===== config.mk =====
export PLATFORM = sky130hd
export DESIGN_NAME = ams_acq_mode_select
export DESIGN_NICKNAME = d
export VERILOG_FILES = /design/src/ams_pkg.sv /design/src/ams_acq_mode_select.sv /design/src/ams_fifo.sv /design/src/ams_mode_decode.sv
export SDC_FILE = /design/constraint.sdc
export NUM_CORES = 1
export LEC_CHECK = 0
export ABC_AREA = 1
export BUFFER_PORTS_ARGS = -buffer_cell sky130_fd_sc_hd__buf_2
export CAP_MARGIN = 20
export CORE_AREA = 2 2 190 332
export CTS_CLUSTER_DIAMETER = 30
export DETAILED_ROUTE_END_ITERATION = 12
export DIE_AREA = 0 0 192 334
export PLACE_DENSITY = 0.71
export RECOVER_POWER = 25
export SYNTH_ARGS = -nofsm -noshare
export SYNTH_HDL_FRONTEND = slang
export SYNTH_SLANG_ARGS = --single-unit

===== constraint.sdc =====
create_clock -name i_core_clk -period 9.4 [get_ports i_core_clk]
set_input_delay 1.88 -clock i_core_clk [delete_from_list [all_inputs] [get_ports i_core_clk]]
set_output_delay 1.88 -clock i_core_clk [all_outputs]
set_load 0.005 [all_outputs]

===== src/ams_pkg.sv =====
package ams_pkg;

	localparam logic [15:0] ADDR_MODE_SELECT = 16'h251c;
	localparam logic [15:0] ADDR_SUPPORTED   = 16'h251d;

	localparam logic [31:0] MODE_MEM_SINGLE            = 32'h0000_0001;
	localparam logic [31:0] MODE_MEM_MULTI             = 32'h0000_0002;
	localparam logic [31:0] MODE_MEM_GATED             = 32'h0000_0004;
	localparam logic [31:0] MODE_MEM_DUAL_RATE         = 32'h0000_0008;
	localparam logic [31:0] MODE_STREAM_SINGLE         = 32'h0000_0010;
	localparam logic [31:0] MODE_STREAM_MULTI          = 32'h0000_0020;
	localparam logic [31:0] MODE_STREAM_GATED          = 32'h0000_0040;
	localparam logic [31:0] MODE_STREAM_DUAL_RATE      = 32'h0000_0080;
	localparam logic [31:0] MODE_MEM_SEG_STATISTICS    = 32'h0001_0000;
	localparam logic [31:0] MODE_MEM_BLOCK_AVERAGE     = 32'h0002_0000;
	localparam logic [31:0] MODE_STREAM_SEG_STATISTICS = 32'h0010_0000;
	localparam logic [31:0] MODE_STREAM_BLOCK_AVERAGE  = 32'h0020_0000;
	localparam logic [31:0] MODE_MEM_BOXCAR            = 32'h0080_0000;
	localparam logic [31:0] MODE_STREAM_BOXCAR         = 32'h0100_0000;
	localparam logic [31:0] MODE_STREAM_SINGLE_WITH_MONITOR = 32'h0200_0000;

	localparam logic [31:0] MODE_RESET = MODE_MEM_SINGLE;

	localparam logic [31:0] BASE_MODES = MODE_MEM_SINGLE | MODE_MEM_MULTI | MODE_MEM_GATED
		| MODE_MEM_DUAL_RATE | MODE_STREAM_SINGLE | MODE_STREAM_MULTI | MODE_STREAM_GATED
		| MODE_STREAM_DUAL_RATE | MODE_STREAM_SINGLE_WITH_MONITOR;
	localparam logic [31:0] STATS_MODES   = MODE_MEM_SEG_STATISTICS | MODE_STREAM_SEG_STATISTICS;
	localparam logic [31:0] AVERAGE_MODES = MODE_MEM_BLOCK_AVERAGE | MODE_STREAM_BLOCK_AVERAGE;
	localparam logic [31:0] BOXCAR_MODES  = MODE_MEM_BOXCAR | MODE_STREAM_BOXCAR;
	localparam logic [31:0] STREAM_MODES  = MODE_STREAM_SINGLE | MODE_STREAM_MULTI
		| MODE_STREAM_GATED | MODE_STREAM_DUAL_RATE | MODE_STREAM_SEG_STATISTICS
		| MODE_STREAM_BLOCK_AVERAGE | MODE_STREAM_BOXCAR | MODE_STREAM_SINGLE_WITH_MONITOR;
	localparam logic [31:0] SINGLE_MODES  = MODE_MEM_SINGLE | MODE_STREAM_SINGLE
		| MODE_STREAM_SINGLE_WITH_MONITOR;
	localparam logic [31:0] GATED_MODES   = MODE_MEM_GATED | MODE_STREAM_GATED;
	localparam logic [31:0] SLOW_MODES    = MODE_MEM_DUAL_RATE | MODE_STREAM_DUAL_RATE
		| MODE_STREAM_SINGLE_WITH_MONITOR;

	localparam logic [7:0]  BOXCAR_MIN_FW = 8'h1d;
	localparam int          SAMPLE_W      = 16;
	localparam int          FIFO_DEPTH    = 32;

	typedef struct packed {
		logic        wr;
		logic        rd;
		logic [15:0] addr;
		logic [31:0] wdata;
	} ams_reg_req_t;

	typedef struct packed {
		logic                slow;
		logic [SAMPLE_W-1:0] data;
	} ams_word_t;

	typedef enum logic [1:0] {
		ST_IDLE    = 2'b00,
		ST_ARMED   = 2'b01,
		ST_CAPTURE = 2'b10,
		ST_DONE    = 2'b11
	} ams_state_t;

	typedef enum logic [1:0] {
		DSP_NONE    = 2'b00,
		DSP_STATS   = 2'b01,
		DSP_AVERAGE = 2'b10,
		DSP_BOXCAR  = 2'b11
	} ams_dsp_t;

	function automatic logic ams_one_hot(input logic [31:0] value);
		return (value != 32'h0000_0000) && ((value & (value - 32'h0000_0001)) == 32'h0000_0000);
	endfunction

endpackage

===== src/ams_acq_mode_select.sv =====
// Operation
// - Mode register read/write, reads current mode
// - Read-only bitmap of supported modes
// - Standard modes store only to on-board memory
// - Streaming uses whole memory as circular buffer
// - 1h: single trigger into memory
// - 2h: equal segment per trigger, memory
// - 4h: memory store only while gate matches
// - 8h: triggered segments plus slow stream
// - Statistics modes select statistics firmware module
// - Average modes select block-average firmware module
// - Boxcar modes need firmware version 29+
// - 10h: single trigger streamed to host
// - 20h: segment per trigger streamed to host
// - 40h: stream while gate is active
// - 80h: streamed segments plus slow stream
// - Monitor mode: streaming single plus slow stream
`timescale 1ns/1ps
module ams_acq_mode_select #(
	parameter int         P_MEM_ADDR_W  = 12,
	parameter int         P_SEG_W       = 16,
	parameter int         P_SLOW_DIV    = 16,
	parameter int         P_FIFO_DEPTH  = 32,
	parameter logic [7:0] P_FW_VERSION  = 8'h1d,
	parameter bit         P_HAS_STATS   = 1'b1,
	parameter bit         P_HAS_AVERAGE = 1'b1
) (
	input  wire logic                          i_core_clk,     // 10 MHz core clock
	input  wire logic                          i_rst_b,        // Async reset, low
	input  wire ams_pkg::ams_reg_req_t         i_reg,          // Register request
	output logic [31:0]                        o_reg_rdata,    // Read data
	output logic                               o_reg_ack,      // Access done
	output logic                               o_reg_err,      // Access refused
	input  wire logic                          i_run,          // Run level
	input  wire logic                          i_trig_pin,     // Trigger pin
	input  wire logic                          i_gate_pin,     // Gate pin
	input  wire logic                          i_gate_level,   // Gate active level
	input  wire logic [P_SEG_W-1:0]            i_seg_len,      // Samples per segment
	input  wire logic                          i_sample_valid, // Sample strobe
	input  wire logic [ams_pkg::SAMPLE_W-1:0]  i_sample_data,  // Sample value
	output logic                               o_mem_wr,       // Memory write
	output logic [P_MEM_ADDR_W-1:0]            o_mem_addr,     // Memory address
	output logic [ams_pkg::SAMPLE_W-1:0]       o_mem_data,     // Memory data
	output logic                               o_host_valid,   // Host word valid
	output ams_pkg::ams_word_t                 o_host_word,    // Host word
	input  wire logic                          i_host_ready,   // Host accepts
	output logic                               o_slow_valid,   // Slow sample strobe
	output logic [ams_pkg::SAMPLE_W-1:0]       o_slow_data,    // Slow sample
	output logic                               o_stream_mode,  // Streaming class
	output ams_pkg::ams_dsp_t                  o_dsp_select,   // Firmware module
	output logic                               o_busy,         // Armed or capturing
	output logic                               o_done,         // Run complete
	output logic                               o_overrun       // Stream sample lost
);
	import ams_pkg::*;

	if (P_MEM_ADDR_W < 2 || P_SEG_W < 1 || P_SLOW_DIV < 2 || P_FIFO_DEPTH < 2) begin : g_bad_cfg
		$error("ams_acq_mode_select parameter out of range");
	end

	localparam int SW = $clog2(P_SLOW_DIV);

	logic [31:0]             mode;
	logic [31:0]             next_mode;
	logic [31:0]             caps;
	logic                    wr_one_hot;
	logic                    wr_supported;
	logic                    cur_stream;
	logic                    cur_single;
	logic                    cur_gated;
	logic                    cur_slow;
	ams_dsp_t                cur_dsp;
	logic [31:0]             next_rdata;
	logic                    next_ack;
	logic                    next_err;
	ams_state_t              state;
	ams_state_t              next_state;
	logic [P_SEG_W-1:0]      seg_cnt;
	logic [P_SEG_W-1:0]      next_seg_cnt;
	logic [P_MEM_ADDR_W-1:0] wr_addr;
	logic [P_MEM_ADDR_W-1:0] next_wr_addr;
	logic [1:0]              trig_sync;
	logic [1:0]              gate_sync;
	logic                    trig_prev;
	logic                    run_prev;
	logic                    trig_rise;
	logic                    run_rise;
	logic                    gate_on;
	logic                    seg_last;
	logic                    last_addr;
	logic                    store;
	logic                    lost;
	logic [SW-1:0]           slow_cnt;
	logic [SW-1:0]           next_slow_cnt;
	logic                    slow_tick;
	logic                    slow_pend;
	logic                    next_slow_pend;
	logic [SAMPLE_W-1:0]     slow_hold;
	logic [SAMPLE_W-1:0]     next_slow_hold;
	logic                    fifo_push;
	ams_word_t               fifo_word;
	logic                    fifo_in_ready;
	logic                    fifo_out_valid;
	ams_word_t               fifo_out_word;
	logic                    fifo_pop;
	logic                    next_host_valid;
	ams_word_t               next_host_word;
	logic                    next_overrun;

	ams_mode_decode #(
		.P_FW_VERSION  (P_FW_VERSION),
		.P_HAS_STATS   (P_HAS_STATS),
		.P_HAS_AVERAGE (P_HAS_AVERAGE)
	) u_decode (
		.i_mode         (mode),
		.i_wr_value     (i_reg.wdata),
		.o_caps         (caps),
		.o_wr_one_hot   (wr_one_hot),
		.o_wr_supported (wr_supported),
		.o_stream       (cur_stream),
		.o_single       (cur_single),
		.o_gated        (cur_gated),
		.o_slow         (cur_slow),
		.o_dsp          (cur_dsp)
	);

	ams_fifo #(
		.W     ($bits(ams_word_t)),
		.DEPTH (P_FIFO_DEPTH)
	) u_fifo (
		.i_core_clk  (i_core_clk),
		.i_rst_b     (i_rst_b),
		.i_in_valid  (fifo_push),
		.o_in_ready  (fifo_in_ready),
		.i_in_data   (fifo_word),
		.o_out_valid (fifo_out_valid),
		.i_out_ready (fifo_pop),
		.o_out_data  (fifo_out_word)
	);

	// Register access; mode frozen outside idle so a run never switches class
	always_comb begin
		next_mode  = mode;
		next_rdata = 32'h0000_0000;
		next_ack   = i_reg.wr | i_reg.rd;
		next_err   = 1'h0;
		if (i_reg.rd) begin
			case (i_reg.addr)
				ADDR_MODE_SELECT: begin
					next_rdata = mode;
				end
				ADDR_SUPPORTED: begin
					next_rdata = caps;
				end
				default: begin
					next_err = 1'h1;
				end
			endcase
		end
		if (i_reg.wr) begin
			case (i_reg.addr)
				ADDR_MODE_SELECT: begin
					if (wr_one_hot && wr_supported && state == ST_IDLE) begin
						next_mode = i_reg.wdata;
					end else begin
						next_err = 1'h1;
					end
				end
				default: begin
					next_err = 1'h1;
				end
			endcase
		end
	end

	always_ff @(posedge i_core_clk or negedge i_rst_b) begin
		if (!i_rst_b) begin
			mode        <= MODE_RESET;
			o_reg_rdata <= 32'h0000_0000;
			o_reg_ack   <= 1'h0;
			o_reg_err   <= 1'h0;
		end else begin
			mode        <= next_mode;
			o_reg_rdata <= next_rdata;
			o_reg_ack   <= next_ack;
			o_reg_err   <= next_err;
		end
	end

	// Pin synchronisers
	always_ff @(posedge i_core_clk or negedge i_rst_b) begin
		if (!i_rst_b) begin
			trig_sync <= 2'h0;
			gate_sync <= 2'h0;
			trig_prev <= 1'h0;
			run_prev  <= 1'h0;
		end else begin
			trig_sync <= {trig_sync[0], i_trig_pin};
			gate_sync <= {gate_sync[0], i_gate_pin};
			trig_prev <= trig_sync[1];
			run_prev  <= i_run;
		end
	end

	assign trig_rise = trig_sync[1] & ~trig_prev;
	assign run_rise  = i_run & ~run_prev;
	assign gate_on   = (gate_sync[1] == i_gate_level);
	assign seg_last  = (seg_cnt == P_SEG_W'(i_seg_len - 1'h1));
	assign last_addr = (wr_addr == '1);

	// Acquisition sequence
	always_comb begin
		next_state   = state;
		next_seg_cnt = seg_cnt;
		next_wr_addr = wr_addr;
		store        = 1'h0;
		lost         = 1'h0;
		case (state)
			ST_IDLE: begin
				if (run_rise) begin
					next_state   = ST_ARMED;
					next_seg_cnt = '0;
					next_wr_addr = '0;
				end
			end
			ST_ARMED: begin
				if (!i_run) begin
					next_state = ST_DONE;
				end else if (cur_gated || trig_rise) begin
					next_state = ST_CAPTURE;
				end
			end
			ST_CAPTURE: begin
				if (!i_run) begin
					next_state = ST_DONE;
				end else if (i_sample_valid && (!cur_gated || gate_on)) begin
					if (cur_stream && !fifo_in_ready) begin
						lost = 1'h1;
					end else begin
						store        = 1'h1;
						next_wr_addr = wr_addr + 1'h1;
						next_seg_cnt = seg_cnt + 1'h1;
						if (!cur_stream && last_addr) begin
							next_state = ST_DONE;
						end else if (!cur_gated && seg_last) begin
							next_seg_cnt = '0;
							next_state   = cur_single ? ST_DONE : ST_ARMED;
						end
					end
				end
			end
			ST_DONE: begin
				if (!i_run) begin
					next_state = ST_IDLE;
				end
			end
			default: begin
				next_state = ST_IDLE;
			end
		endcase
	end

	// Slow stream, one sample kept per divider period
	always_comb begin
		slow_tick      = 1'h0;
		next_slow_cnt  = slow_cnt;
		next_slow_hold = slow_hold;
		next_slow_pend = slow_pend;
		fifo_push      = 1'h0;
		fifo_word      = '{slow: 1'h0, data: i_sample_data};
		if (state == ST_IDLE) begin
			next_slow_cnt = '0;
		end else if (cur_slow && i_sample_valid) begin
			if (slow_cnt == SW'(P_SLOW_DIV - 1)) begin
				slow_tick     = 1'h1;
				next_slow_cnt = '0;
			end else begin
				next_slow_cnt = slow_cnt + 1'h1;
			end
		end
		if (store && cur_stream) begin
			fifo_push = 1'h1;
		end else if (slow_pend && fifo_in_ready) begin
			fifo_push      = 1'h1;
			fifo_word      = '{slow: 1'h1, data: slow_hold};
			next_slow_pend = 1'h0;
		end
		// A newer slow sample replaces one still waiting for a free slot
		if (slow_tick && cur_stream) begin
			next_slow_pend = 1'h1;
			next_slow_hold = i_sample_data;
		end
	end

	// Output stage keeps host signals on flops
	always_comb begin
		fifo_pop        = fifo_out_valid && (!o_host_valid || i_host_ready);
		next_host_valid = fifo_pop || (o_host_valid && !i_host_ready);
		next_host_word  = fifo_pop ? fifo_out_word : o_host_word;
		next_overrun    = run_rise ? 1'h0 : o_overrun;
		if (lost) begin
			next_overrun = 1'h1;
		end
	end

	always_ff @(posedge i_core_clk or negedge i_rst_b) begin
		if (!i_rst_b) begin
			state         <= ST_IDLE;
			seg_cnt       <= '0;
			wr_addr       <= '0;
			slow_cnt      <= '0;
			slow_pend     <= 1'h0;
			slow_hold     <= '0;
			o_mem_wr      <= 1'h0;
			o_mem_addr    <= '0;
			o_mem_data    <= '0;
			o_host_valid  <= 1'h0;
			o_host_word   <= '0;
			o_slow_valid  <= 1'h0;
			o_slow_data   <= '0;
			o_stream_mode <= 1'h0;
			o_dsp_select  <= DSP_NONE;
			o_busy        <= 1'h0;
			o_done        <= 1'h0;
			o_overrun     <= 1'h0;
		end else begin
			state         <= next_state;
			seg_cnt       <= next_seg_cnt;
			wr_addr       <= next_wr_addr;
			slow_cnt      <= next_slow_cnt;
			slow_pend     <= next_slow_pend;
			slow_hold     <= next_slow_hold;
			o_mem_wr      <= store;
			o_mem_addr    <= wr_addr;
			o_mem_data    <= i_sample_data;
			o_host_valid  <= next_host_valid;
			o_host_word   <= next_host_word;
			o_slow_valid  <= slow_tick && !cur_stream;
			o_slow_data   <= i_sample_data;
			o_stream_mode <= cur_stream;
			o_dsp_select  <= cur_dsp;
			o_busy        <= (next_state == ST_ARMED) || (next_state == ST_CAPTURE);
			o_done        <= (next_state == ST_DONE);
			o_overrun     <= next_overrun;
		end
	end
endmodule // ams_acq_mode_select


===== src/ams_fifo.sv =====
`timescale 1ns/1ps
module ams_fifo #(
	parameter int W     = 17,
	parameter int DEPTH = 32
) (
	input  wire logic         i_core_clk,   // Core clock
	input  wire logic         i_rst_b,      // Async reset, low
	input  wire logic         i_in_valid,   // Write request
	output logic              o_in_ready,   // Room left
	input  wire logic [W-1:0] i_in_data,    // Write word
	output logic              o_out_valid,  // Word available
	input  wire logic         i_out_ready,  // Read request
	output logic [W-1:0]      o_out_data    // Oldest word
);
	localparam int AW = $clog2(DEPTH);

	if (DEPTH < 2 || (DEPTH & (DEPTH - 1)) != 0) begin : g_bad_depth
		$error("ams_fifo depth must be a power of two");
	end

	logic [W-1:0]  store [DEPTH];
	logic [AW-1:0] wr_ptr;
	logic [AW-1:0] rd_ptr;
	logic [AW-1:0] next_wr_ptr;
	logic [AW-1:0] next_rd_ptr;
	logic [AW:0]   count;
	logic [AW:0]   next_count;
	logic          push;
	logic          pop;

	assign o_in_ready  = (count != (AW + 1)'(DEPTH));
	assign o_out_valid = (count != '0);
	assign o_out_data  = store[rd_ptr];
	assign push        = i_in_valid & o_in_ready;
	assign pop         = o_out_valid & i_out_ready;

	always_comb begin
		next_wr_ptr = push ? wr_ptr + 1'h1 : wr_ptr;
		next_rd_ptr = pop ? rd_ptr + 1'h1 : rd_ptr;
		next_count  = count + (AW + 1)'(push) - (AW + 1)'(pop);
	end

	always_ff @(posedge i_core_clk or negedge i_rst_b) begin
		if (!i_rst_b) begin
			wr_ptr <= '0;
			rd_ptr <= '0;
			count  <= '0;
		end else begin
			wr_ptr <= next_wr_ptr;
			rd_ptr <= next_rd_ptr;
			count  <= next_count;
		end
	end

	// Storage needs no reset; count guards reads
	always_ff @(posedge i_core_clk) begin
		if (push) begin
			store[wr_ptr] <= i_in_data;
		end
	end
endmodule // ams_fifo


===== src/ams_mode_decode.sv =====
`timescale 1ns/1ps
module ams_mode_decode #(
	parameter logic [7:0] P_FW_VERSION  = 8'h1d,
	parameter bit         P_HAS_STATS   = 1'b1,
	parameter bit         P_HAS_AVERAGE = 1'b1
) (
	input  wire logic [31:0]      i_mode,          // Mode in use
	input  wire logic [31:0]      i_wr_value,      // Value being written
	output logic [31:0]           o_caps,          // Supported bitmap
	output logic                  o_wr_one_hot,    // Exactly one bit set
	output logic                  o_wr_supported,  // Bit present in bitmap
	output logic                  o_stream,        // Streaming class
	output logic                  o_single,        // One trigger only
	output logic                  o_gated,         // Gate controlled
	output logic                  o_slow,          // Slow stream wanted
	output ams_pkg::ams_dsp_t     o_dsp            // Firmware module
);
	import ams_pkg::*;

	function automatic logic in_set(input logic [31:0] value, input logic [31:0] set);
		return (value & set) != 32'h0000_0000;
	endfunction

	always_comb begin
		o_caps = BASE_MODES;
		if (P_HAS_STATS) begin
			o_caps = o_caps | STATS_MODES;
		end
		if (P_HAS_AVERAGE) begin
			o_caps = o_caps | AVERAGE_MODES;
		end
		// Boxcar needs a recent enough firmware
		if (P_FW_VERSION >= BOXCAR_MIN_FW) begin
			o_caps = o_caps | BOXCAR_MODES;
		end
	end

	assign o_wr_one_hot   = ams_one_hot(i_wr_value);
	assign o_wr_supported = (i_wr_value & ~o_caps) == 32'h0000_0000;
	assign o_stream       = in_set(i_mode, STREAM_MODES);
	assign o_single       = in_set(i_mode, SINGLE_MODES);
	assign o_gated        = in_set(i_mode, GATED_MODES);
	assign o_slow         = in_set(i_mode, SLOW_MODES);

	always_comb begin
		if (in_set(i_mode, BOXCAR_MODES)) begin
			o_dsp = DSP_BOXCAR;
		end else if (in_set(i_mode, AVERAGE_MODES)) begin
			o_dsp = DSP_AVERAGE;
		end else if (in_set(i_mode, STATS_MODES)) begin
			o_dsp = DSP_STATS;
		end else begin
			o_dsp = DSP_NONE;
		end
	end
endmodule // ams_mode_decode


==> metrics.txt, run 1 <==
Die Y 334 µm; Slew headroom -0.118; Remaining Overflow, GRT 0; Max Freq 0.165 GHz; # Post-CTS Setup Buffers 0; Final nets 2996; Post-DP Area 32400 µm²; Die ar. 64100 µm²; worst setup path class in2reg; area delta synth->final 17.1%; # H-tree levels 3; CTS tree built; Pre-antenna DRT Iters 5; RSZ-0062 raised after global routing false; clock buffer depth 3; initial antenna violation count 1; Worst Skew 32.1 ps; Setup violations, final 0; dpl cells 3584; CP peak stage delay 1400 ps; clock slew at reported path FFs 60 ps; Seq pwr share 0.386; hold path depth 0; Routed WL 87000 µm; WP data required 9960 ps; GRT met2 Usage 0.466; Post-synth EDFFs 544; Setup WS post-layout 3350 ps; gpl congestion 0.946; PnR Total Power 9.94 mW; DRC violations left 0; top-area cell type share of the netlist area 0.536; worst min path class reg2reg; Finished Cell Area 35700 µm²; clock latency on the worst-skew pair 640 ps; wire per inst 23.1 µm; first-iteration detailed-routing DRC count 2331; dpl hpwl 54500 µm; clock sinks 737; Buf/Inv on CP 7; Final ANT Viol Nets 0; Commonest cells post-synth 544 x edfxtp_1, 485 x nor2_1, 351 x o21ai_0; Comb power frac 0.244; post-synth top area cell edfxtp_1; reg2reg path depth 15; Hold Vio Cnt, Final 0; gr busiest metal met2; met3 usage 0.0490; largest net degree at the start of global routing 212; IO Port Bufs 193; Slowest-stage cell, CP clkinv_1; fraction of registers with async set/reset 0.262; Sw Share 0.342; routed vias 22100; FF+latch count, synth 737; post-synthesis cell count 2682; Crit path top cell by count inv_1; P per Cell Area 279 nW/µm²; total CTS buffers 90; fin crit share 0.644; Cell Area, Synth 30500 µm²; layout cells sized above 1 0.128; critical path depth 15; setup slack at placement 4120 ps; WHS 353 ps; routed vias/inst 5.88; post_cts resized 0; Least-Margin Pin Slew 1680 ps; VDD IR max 230 µV; chip width 192 µm; crit path max fanout 22; Critical Path AT 6610 ps; top post-synthesis cells by area edfxtp_1 54%, dfrtp_1 16%, nor2_1 6.0%; Primary FF master, synth edfxtp_1; CP top delay family buffers and inverters; worst path cell trace buf_2, inv_1, nand2_1, nand2_1, clkbuf_1, clkinv_1, ha_1, inv_1, ha_1, inv_1, fa_1, inv_1, a21oi_1, o21ai_0, xor2_1; number of synthesis warnings 0; Post-CTS Hold Buffers 0; FP Rows 121; register area share after synthesis 0.695; status finished with violations; post-layout util 0.578; Initial Util 0.493; io pins 194; total negative slack 0 ps; max-slew violation count 57; global-route wire length before repair 130000 µm; Internal Power 6.54 mW; Leak Pwr 13.5 nW; Mapped Avg Cell Area 11.4 µm²; min Tclk post-route 6050 ps; Synthesized Nets 2792; CORE AREA 61800 µm²; met1 Use GR 0.309; clock power share 0.369; startpoint types input pin; Cell variety after synth 57; post-route insts no fill 3764; most frequent cell after synthesis edfxtp_1; total track usage 0.273; nature of the critical path endpoint register; Sw Pwr 3.39 mW; failing checks capacitance limit, slew limit; Max Cap Viol 2; vias in the first global route 22300; Root Buffer clkbuf_16
-- kinds of logic (layout without fill, tap and decap cells) --
| family | after synthesis | after routing | synth area share |
|---|---|---|---|
| compound gates | 541 | 541 | 0.101 |
| xor+xnor | 41 | 41 | 0.0118 |
| fa+ha+maj | 20 | 20 | 0.00846 |
| buf+inv | 326 | 607 | 0.0430 |
| flops | 737 | 737 | 0.695 |
| other cells | 0 | 2 | 0 |
| simple gates | 1017 | 1017 | 0.141 |
-- worst register-to-register path: cells and delay by family, from the launching register on --
kind / cells / cell delay [ps]
compound gates: 2 / 240
xor+xnor: 1 / 170
fa+ha+maj: 4 / 1430
buf+inv: 6 / 2890
flops: 1 / 390
simple gates: 2 / 250
-- sequential cells by signal (all words and copies together) (netlist names), 6 cells and up --
register and flops:
u_fifo.store 544, mode 32, o_reg_rdata 32, o_host_word 17, o_slow_data 16, seg_cnt 16, slow_hold 16, o_mem_addr 12
wr_addr 12, u_fifo.count 6
-- layer usage --
metal	routed length, µm	vias up	share of wire
met5	0	-	0
met4	6350	0	0.073
met3	7690	288	0.088
met2	43800	1219	0.50
met1	29200	10800	0.34
li1	-	9849	-
-- cell type report --
type / count / area, µm²
Timing Repair Buffer: 260 / 1540
Tap cell: 799 / 1000
Clock inverter: 68 / 905
Antenna cell: 2 / 5.00
Inverter: 178 / 676
Sequential cell: 737 / 21200
Fill cell: 4975 / 26100
Clock buffer: 101 / 2330
Multi-Input combinational cell: 1619 / 8040
-- power by group through the flow --
| stage | logic (mW) | clock network (mW) | registers [mW] |
|---|---|---|---|
| after global placement | 2.34 | 0 | 3.90 |
| final | 2.43 | 3.67 | 3.84 |
| after detailed placement | 2.39 | 0 | 3.90 |
| after global routing | 2.64 | 3.83 | 3.85 |
| after floorplan | 1.63 | 0 | 3.79 |
| after CTS | 2.41 | 3.70 | 3.83 |
-- cells in the final DEF (no fill, tap or decap), types with 32 or more instances in the layout --
master / synthesis / final
clkbuf_16: 0 / 91
nor2_1: 485 / 483
buf_4: 17 / 47
nand4_1: 49 / 49
o22ai_1: 69 / 69
buf_2: 12 / 102
o221ai_1: 49 / 49
xor2_1: 32 / 32
inv_1: 163 / 161
nand2_1: 316 / 318
o21ai_0: 351 / 336
clkbuf_1: 112 / 101
dfrtp_1: 192 / 189
nand3_1: 112 / 112
edfxtp_1: 544 / 544
-- worst paths after layout --
kind	from	to	slack, ps
max	i_host_ready	u_fifo.count[4]	3350
min	gate_sync[0]	gate_sync[1]	350
max reg2reg	u_fifo.count[3]	u_fifo.count[4]	3970
min reg2reg	gate_sync[0]	gate_sync[1]	350
max in group asynchronous	i_rst_b	u_fifo.rd_ptr[0]	6300
min in group asynchronous	i_rst_b	trig_sync[0]	1370
Note: power is estimated with default switching activity, not from simulation.
==> inputs of run 2 (changes only) <==
Clock period 9.4 ns to 6.06 ns, I/O delays scaled along.
==> run 2 against run 1 <==
Against the previous run: the run still ends with capacitance limit, slew limit left; die area stayed put; final cell count is 0.48% higher; utilization hardly changed; non-clock buffer count is 15 higher; first-iteration DRC count is 3.3% lower; via count shrank 0.21%; setup slack got worse by 1600 ps; wire length rose by 1.7%; clock power grew 51%; sequential power increased by 56%; total power increased by 53%; critical path type is now reg2reg; critical endpoint is now o_host_word[7].
==> metrics.txt, run 2 (synthesized netlist as in run 1, its figures left out) <==
status finished with violations (unchanged); failing checks capacitance limit, slew limit (unchanged); most frequent cells in the layout 544 x edfxtp_1, 483 x nor2_1, 336 x o21ai_0 (unchanged); DRC violations left 0 (unchanged); total track usage 0.279 (was 0.273); clock latency on the worst-skew pair 650 ps (was 640 ps); post_cts resized 0 (unchanged); Comb power frac 0.243 (was 0.244); worst setup path class reg2reg (was in2reg); Remaining Overflow, GRT 0 (unchanged); Final ANT Viol Nets 0 (unchanged); RSZ-0062 raised after global routing false (unchanged); total CTS buffers 92 (was 90); crit path max fanout 108 (was 22); largest net degree at the start of global routing 176 (was 212); IO Port Bufs 193 (unchanged); wire per inst 23.4 µm (was 23.1 µm); largest reg by FF count u_fifo.store (unchanged); nature of the critical path endpoint register (unchanged); global-route wire length before repair 132000 µm (was 130000 µm); WHS 359 ps (was 353 ps); Finished Cell Area 35700 µm² (about the same); Sw Pwr 5.33 mW (was 3.39 mW); Die ar. 64100 µm² (unchanged); io pins 194 (unchanged); post-route insts no fill 3782 (was 3764); Setup violations, final 0 (unchanged); vias in the first global route 22200 (was 22300); first-iteration detailed-routing DRC count 2254 (was 2331); Slowest-stage cell, CP dfrtp_1 (was clkinv_1); clock slew at reported path FFs 60 ps (about the same); Setup WS post-layout 1790 ps (was 3350 ps); gr busiest metal met2 (unchanged); VDD IR max 309 µV (was 230 µV); Pre-antenna DRT Iters 5 (unchanged); FP Rows 121 (unchanged); commonest non-fill, non-tap cell in the layout edfxtp_1 (unchanged); Leak Pwr 13.5 nW (about the same); Worst Skew 20.3 ps (was 32.1 ps); met1 Use GR 0.319 (was 0.309); fillers 5021 (was 4975); worst path cell trace inv_6, buf_12, o21ai_0, o221ai_1, o211ai_1, nand4_1, nand3_1, nand2_1 (was buf_2, inv_1, nand2_1, nand2_1, clkbuf_1, clkinv_1, ha_1, inv_1, ha_1, inv_1, fa_1, inv_1, a21oi_1, o21ai_0, xor2_1); # H-tree levels 3 (unchanged); GRT met2 Usage 0.473 (was 0.466); startpoint types register (was input pin); Slew headroom -1.20 (was -0.118); min Tclk post-route 4270 ps; gpl congestion 0.944 (was 0.946); max-slew violation count 201 (was 57); Final nets 3013 (was 2996); Routed WL 88500 µm (was 87000 µm); Hold Vio Cnt, Final 0 (unchanged); routed vias 22100 (about the same); CTS tree built (unchanged); CORE AREA 61800 µm² (unchanged); Seq pwr share 0.394 (was 0.386); clock buffer depth 3 (unchanged); Sw Share 0.350 (was 0.342); # Post-CTS Setup Buffers 0 (unchanged); total negative slack 0 ps (unchanged); dpl cells 3594 (was 3584); chip width 192 µm (unchanged); max reg flops 544 (unchanged); Internal Power 9.90 mW (was 6.54 mW); setup slack at placement 1850 ps (was 4120 ps); fin crit share 0.705; CP peak stage delay 1830 ps (was 1400 ps); clock power share 0.363 (was 0.369); dpl hpwl 53800 µm (was 54500 µm); Inserted Diodes 0 (was 2); WP data required 6580 ps (was 9960 ps); post-layout util 0.578 (about the same); clock sinks 737 (unchanged); Least-Margin Pin Slew 3300 ps (was 1680 ps); Critical Path AT 4790 ps (was 6610 ps); Root Buffer clkbuf_16 (unchanged); PnR Total Power 15.2 mW (was 9.94 mW); worst min path class reg2reg (unchanged); Post-DP Area 32400 µm² (about the same); registers with the most flip-flops u_fifo.store: 544 flops, mode: 32 flops, o_reg_rdata: 32 flops (unchanged); P per Cell Area 427 nW/µm² (was 279 nW/µm²); initial antenna violation count 0 (was 1); area delta synth->final 17.1% (about the same); met3 usage 0.0558 (was 0.0490); Post-CTS Hold Buffers 0 (unchanged); Die Y 334 µm (unchanged); Max Freq 0.234 GHz; layout cells sized above 1 0.132 (was 0.128); Max Cap Viol 4 (was 2); Initial Util 0.493 (unchanged); routed vias/inst 5.84 (was 5.88)
## run 2: path summary, 6_finish.rpt
path,startpoint,endpoint,slack (ps),cells past startpoint
worst max-delay path,u_fifo.rd_ptr[0],o_host_word[7],1790,8
worst min-delay path,gate_sync[0],gate_sync[1],360,0
worst max register to register,u_fifo.rd_ptr[0],o_host_word[7],1790,8
worst min register to register,gate_sync[0],gate_sync[1],360,0
max in group asynchronous,i_rst_b,slow_hold[4],1950,2
min in group asynchronous,i_rst_b,o_reg_rdata[3],530,1
## run 2: critical path, delay by kind of cell (launching register included)
kind / cells / cell delay [ps]
AO/OA/AOI/OAI: 3 / 590
buffers and inverters: 2 / 1120
flip-flops: 1 / 1830
AND/OR/NAND/NOR: 3 / 460
## run 2: layout make-up
cell class,count,area (µm²),area share
Clock buffer,100,2400,0.0674
Clock inverter,74,807,0.0226
Multi-Input combinational cell,1619,8040,0.225
Inverter,178,676,0.0189
Sequential cell,737,21200,0.593
Timing Repair Buffer,275,1580,0.0442
Tap cell,799,1000,0.0280
## run 2: layer usage
layer,wire length (µm),vias up
met5,0,-
met4,6110,0
met3,7900,300
met2,45000,1233
met1,29500,10700
li1,-,9864
## run 2: power groups by stage
stage	registers [mW]	clock network, mW	logic, mW
final	5.99	5.53	3.70
after global routing	6.02	5.78	4.07
after CTS	5.99	5.59	3.67
after detailed placement	6.09	0	3.63
after global placement	6.08	0	3.51
after floorplan	5.88	0	2.52
==> inputs of run 3 (changes only) <==
Settings changed: ABC_AREA 1 to 0, CORE_AREA 2 2 190 332 to 2 2 187 326, DIE_AREA 0 0 192 334 to 0 0 189 328.
Clock period 6.06 ns to 4 ns, I/O delays scaled along.
==> run 3 against run 2 <==
Against the previous run: the run still ends with capacitance limit, slew limit left; highest routed layer is now met5; critical endpoint is now u_fifo.rd_ptr[4]; utilization rose by 0.78 points; first-iteration DRC count fell by 47%; total power rose by 43%.
==> metrics.txt, run 3 <==
wire per inst 24.3 µm (was 23.4 µm); top-area cell type share of the netlist area 0.556 (was 0.536); r2r setup slk 690 ps (was 1790 ps); Post-CTS Hold Buffers 0 (unchanged); Post-synth EDFFs 544 (unchanged); CORE AREA 59200 µm² (was 61800 µm²); register area share after synthesis 0.720 (was 0.695); gpl congestion 0.915 (was 0.944); vias in the first global route 16900 (was 22200); fillers 4327 (was 5021); # H-tree levels 3 (unchanged); crit path max fanout 39 (was 108); Hold Vio Cnt, Final 0 (unchanged); register area 21200 µm² (about the same); CTS tree built (unchanged); Setup violations, final 0 (unchanged); nature of the critical path endpoint register (unchanged); WP data required 4470 ps (was 6580 ps); max-slew violation count 115 (was 201); clock latency on the worst-skew pair 630 ps (was 650 ps); # Post-CTS Setup Buffers 0 (unchanged); WHS 297 ps (was 359 ps); clock sinks 737 (unchanged); min-delay src i_gate_pin (was gate_sync[0]); Commonest cells post-synth 544 x edfxtp_1, 192 x dfrtp_1, 170 x mux4_2 (was 544 x edfxtp_1, 485 x nor2_1, 351 x o21ai_0); routed vias 15900 (was 22100); number of synthesis warnings 0 (unchanged); Final nets 1992 (was 3013); first-iteration detailed-routing DRC count 1201 (was 2254); layout cells sized above 1 0.317 (was 0.132); routed vias/inst 5.81 (was 5.84); area delta synth->final 17.9% (was 17.1%); DRC violations left 0 (unchanged); initial antenna violation count 1 (was 0); most frequent cells in the layout 544 x edfxtp_1, 188 x dfrtp_1, 170 x mux4_2 (was 544 x edfxtp_1, 483 x nor2_1, 336 x o21ai_0); FF+latch count, synth 737 (unchanged); chip width 189 µm (was 192 µm); Max Cap Viol 2 (was 4); P per Cell Area 627 nW/µm² (was 427 nW/µm²); Leak Pwr 12.4 nW (was 13.5 nW); status finished with violations (unchanged); reg2reg path depth 7 (was 8); fin crit share 0.828 (was 0.705); VDD IR max 413 µV (was 309 µV); clock slew at reported path FFs 60 ps (about the same); Remaining Overflow, GRT 0 (unchanged); Primary FF master, synth edfxtp_1 (unchanged); Initial Util 0.496 (was 0.493); Least-Margin Pin Slew 2300 ps (was 3300 ps); Mapped Avg Cell Area 18.2 µm² (was 11.4 µm²); global-route wire length before repair 100000 µm (was 132000 µm); dpl hpwl 43300 µm (was 53800 µm); Root Buffer clkbuf_16 (unchanged); Cell variety after synth 73 (was 57); Worst R2R Start u_fifo.count[2] (was u_fifo.rd_ptr[0]); hold path depth 1 (was 0); Slowest-stage cell, CP clkbuf_1 (was dfrtp_1); worst path cell trace inv_1, ha_1, and4_1, a21oi_1, clkbuf_1, nand4_1, xnor2_1 (was inv_6, buf_12, o21ai_0, o221ai_1, o211ai_1, nand4_1, nand3_1, nand2_1); Die Y 328 µm (was 334 µm); Hold Path Sink gate_sync[0] (was gate_sync[1]); Max Freq 0.302 GHz (was 0.234 GHz); Die ar. 62000 µm² (was 64100 µm²); min Tclk post-route 3310 ps (was 4270 ps); Slew headroom -0.531 (was -1.20); Cell Area, Synth 29400 µm² (was 30500 µm²); top post-synthesis cells by area edfxtp_1 56%, dfrtp_1 16%, mux4_2 13% (was edfxtp_1 54%, dfrtp_1 16%, nor2_1 6.0%); footprint of the multi-input gates 7800 µm² (was 8040 µm²); CP top delay family buffers and inverters (was flip-flops); worst setup path start u_fifo.count[2] (was u_fifo.rd_ptr[0]); post_cts resized 0 (unchanged); largest net degree at the start of global routing 76 (was 176); Final ANT Viol Nets 0 (unchanged); RR Endpoint u_fifo.rd_ptr[4] (was o_host_word[7]); post-synth top area cell edfxtp_1 (unchanged); IO Port Bufs 193 (unchanged); worst setup path class reg2reg (unchanged); total negative slack 0 ps (unchanged); most frequent cell after synthesis edfxtp_1 (unchanged); fraction of registers with async set/reset 0.262 (unchanged); Worst Skew 27.7 ps (was 20.3 ps); failing checks capacitance limit, slew limit (unchanged); largest reg by FF count u_fifo.store (unchanged); io pins 194 (unchanged); worst min path class in2reg (was reg2reg); Critical Path AT 3780 ps (was 4790 ps); Buf/Inv on CP 2 (unchanged); clock buffer depth 3 (unchanged); CP peak stage delay 1660 ps (was 1830 ps); total track usage 0.217 (was 0.279); commonest non-fill, non-tap cell in the layout edfxtp_1 (unchanged); max reg flops 544 (unchanged); registers with the most flip-flops u_fifo.store: 544 flops, mode: 32 flops, o_reg_rdata: 32 flops (unchanged); Routed WL 66600 µm (was 88500 µm); Pre-antenna DRT Iters 6 (was 5); startpoint types register (unchanged); RSZ-0062 raised after global routing false (unchanged); total CTS buffers 90 (was 92); Synthesized Nets 1722 (was 2792); FP Rows 118 (was 121); post-synthesis cell count 1612 (was 2682); Inserted Diodes 0 (unchanged)
run 3: area by class of cell:
cell class                 count  share of cell area
tap                          780              0.0282
clock inverter                71              0.0237
timing repair buffer         265              0.0418
inverter                      27             0.00292
sequential                   737               0.611
clock buffer                  99              0.0675
multi-input combinational    761               0.225
run 3: worst reg2reg max path: cells and delay by family, from the launching register on:
| family | cells | cell delay (ps) |
|---|---|---|
| adders and majority gates | 1 | 200 |
| AOI/OAI and AO/OA | 1 | 200 |
| buffers and inverters | 2 | 1720 |
| xor gates and xnor gates | 1 | 210 |
| and+or+nand+nor | 2 | 480 |
| DFF | 1 | 350 |
run 3: report_power, final:
| part | internal, mW | switching, mW | leakage (nW) |
|---|---|---|---|
| Combinational | 2.34 | 2.08 | 3.58 |
| Clock | 4.92 | 3.46 | 1.53 |
| Sequential | 8.47 | 0.449 | 7.33 |
run 3: logic make-up after synthesis:
family,count (synthesis),synth area share
buf+inv,114,0.0172
xor+xnor,48,0.0143
flops,737,0.720
fa+ha+maj,20,0.00877
compound gates,103,0.0224
mux,236,0.155
simple gates,354,0.0624
run 3: per-layer routing:
metal | GRT usage | share of wire
met2 | 0.408 | 0.56
met5 | 0 | 0.00018
met1 | 0.243 | 0.36
met4 | 0.0924 | 0.035
met3 | 0.0331 | 0.051
run 3: worst max-delay path by stage:
stage	to	slack (ps)	cells past startpoint
after floorplan	o_busy	500	11
after global placement	o_busy	420	11
after detailed placement	o_busy	370	11
after CTS	u_fifo.store[11][4]	870	8
after global routing	u_fifo.rd_ptr[4]	470	7
final	u_fifo.rd_ptr[4]	690	7
run 3: per-stage QoR:
stage                     total power [mW]  instance area [µm²]  worst slack [ps]  std cells   util
after detailed placement              13.6                31700               367       2570  0.535
after global routing                  22.6                34700               465       2740  0.585
after floorplan                       12.2                29400               503       1612      -
after CTS                             22.0                34800               867       2740  0.588
after global placement                13.5                31700               418       2570  0.535
final                                 21.7                34700               690       2740  0.585
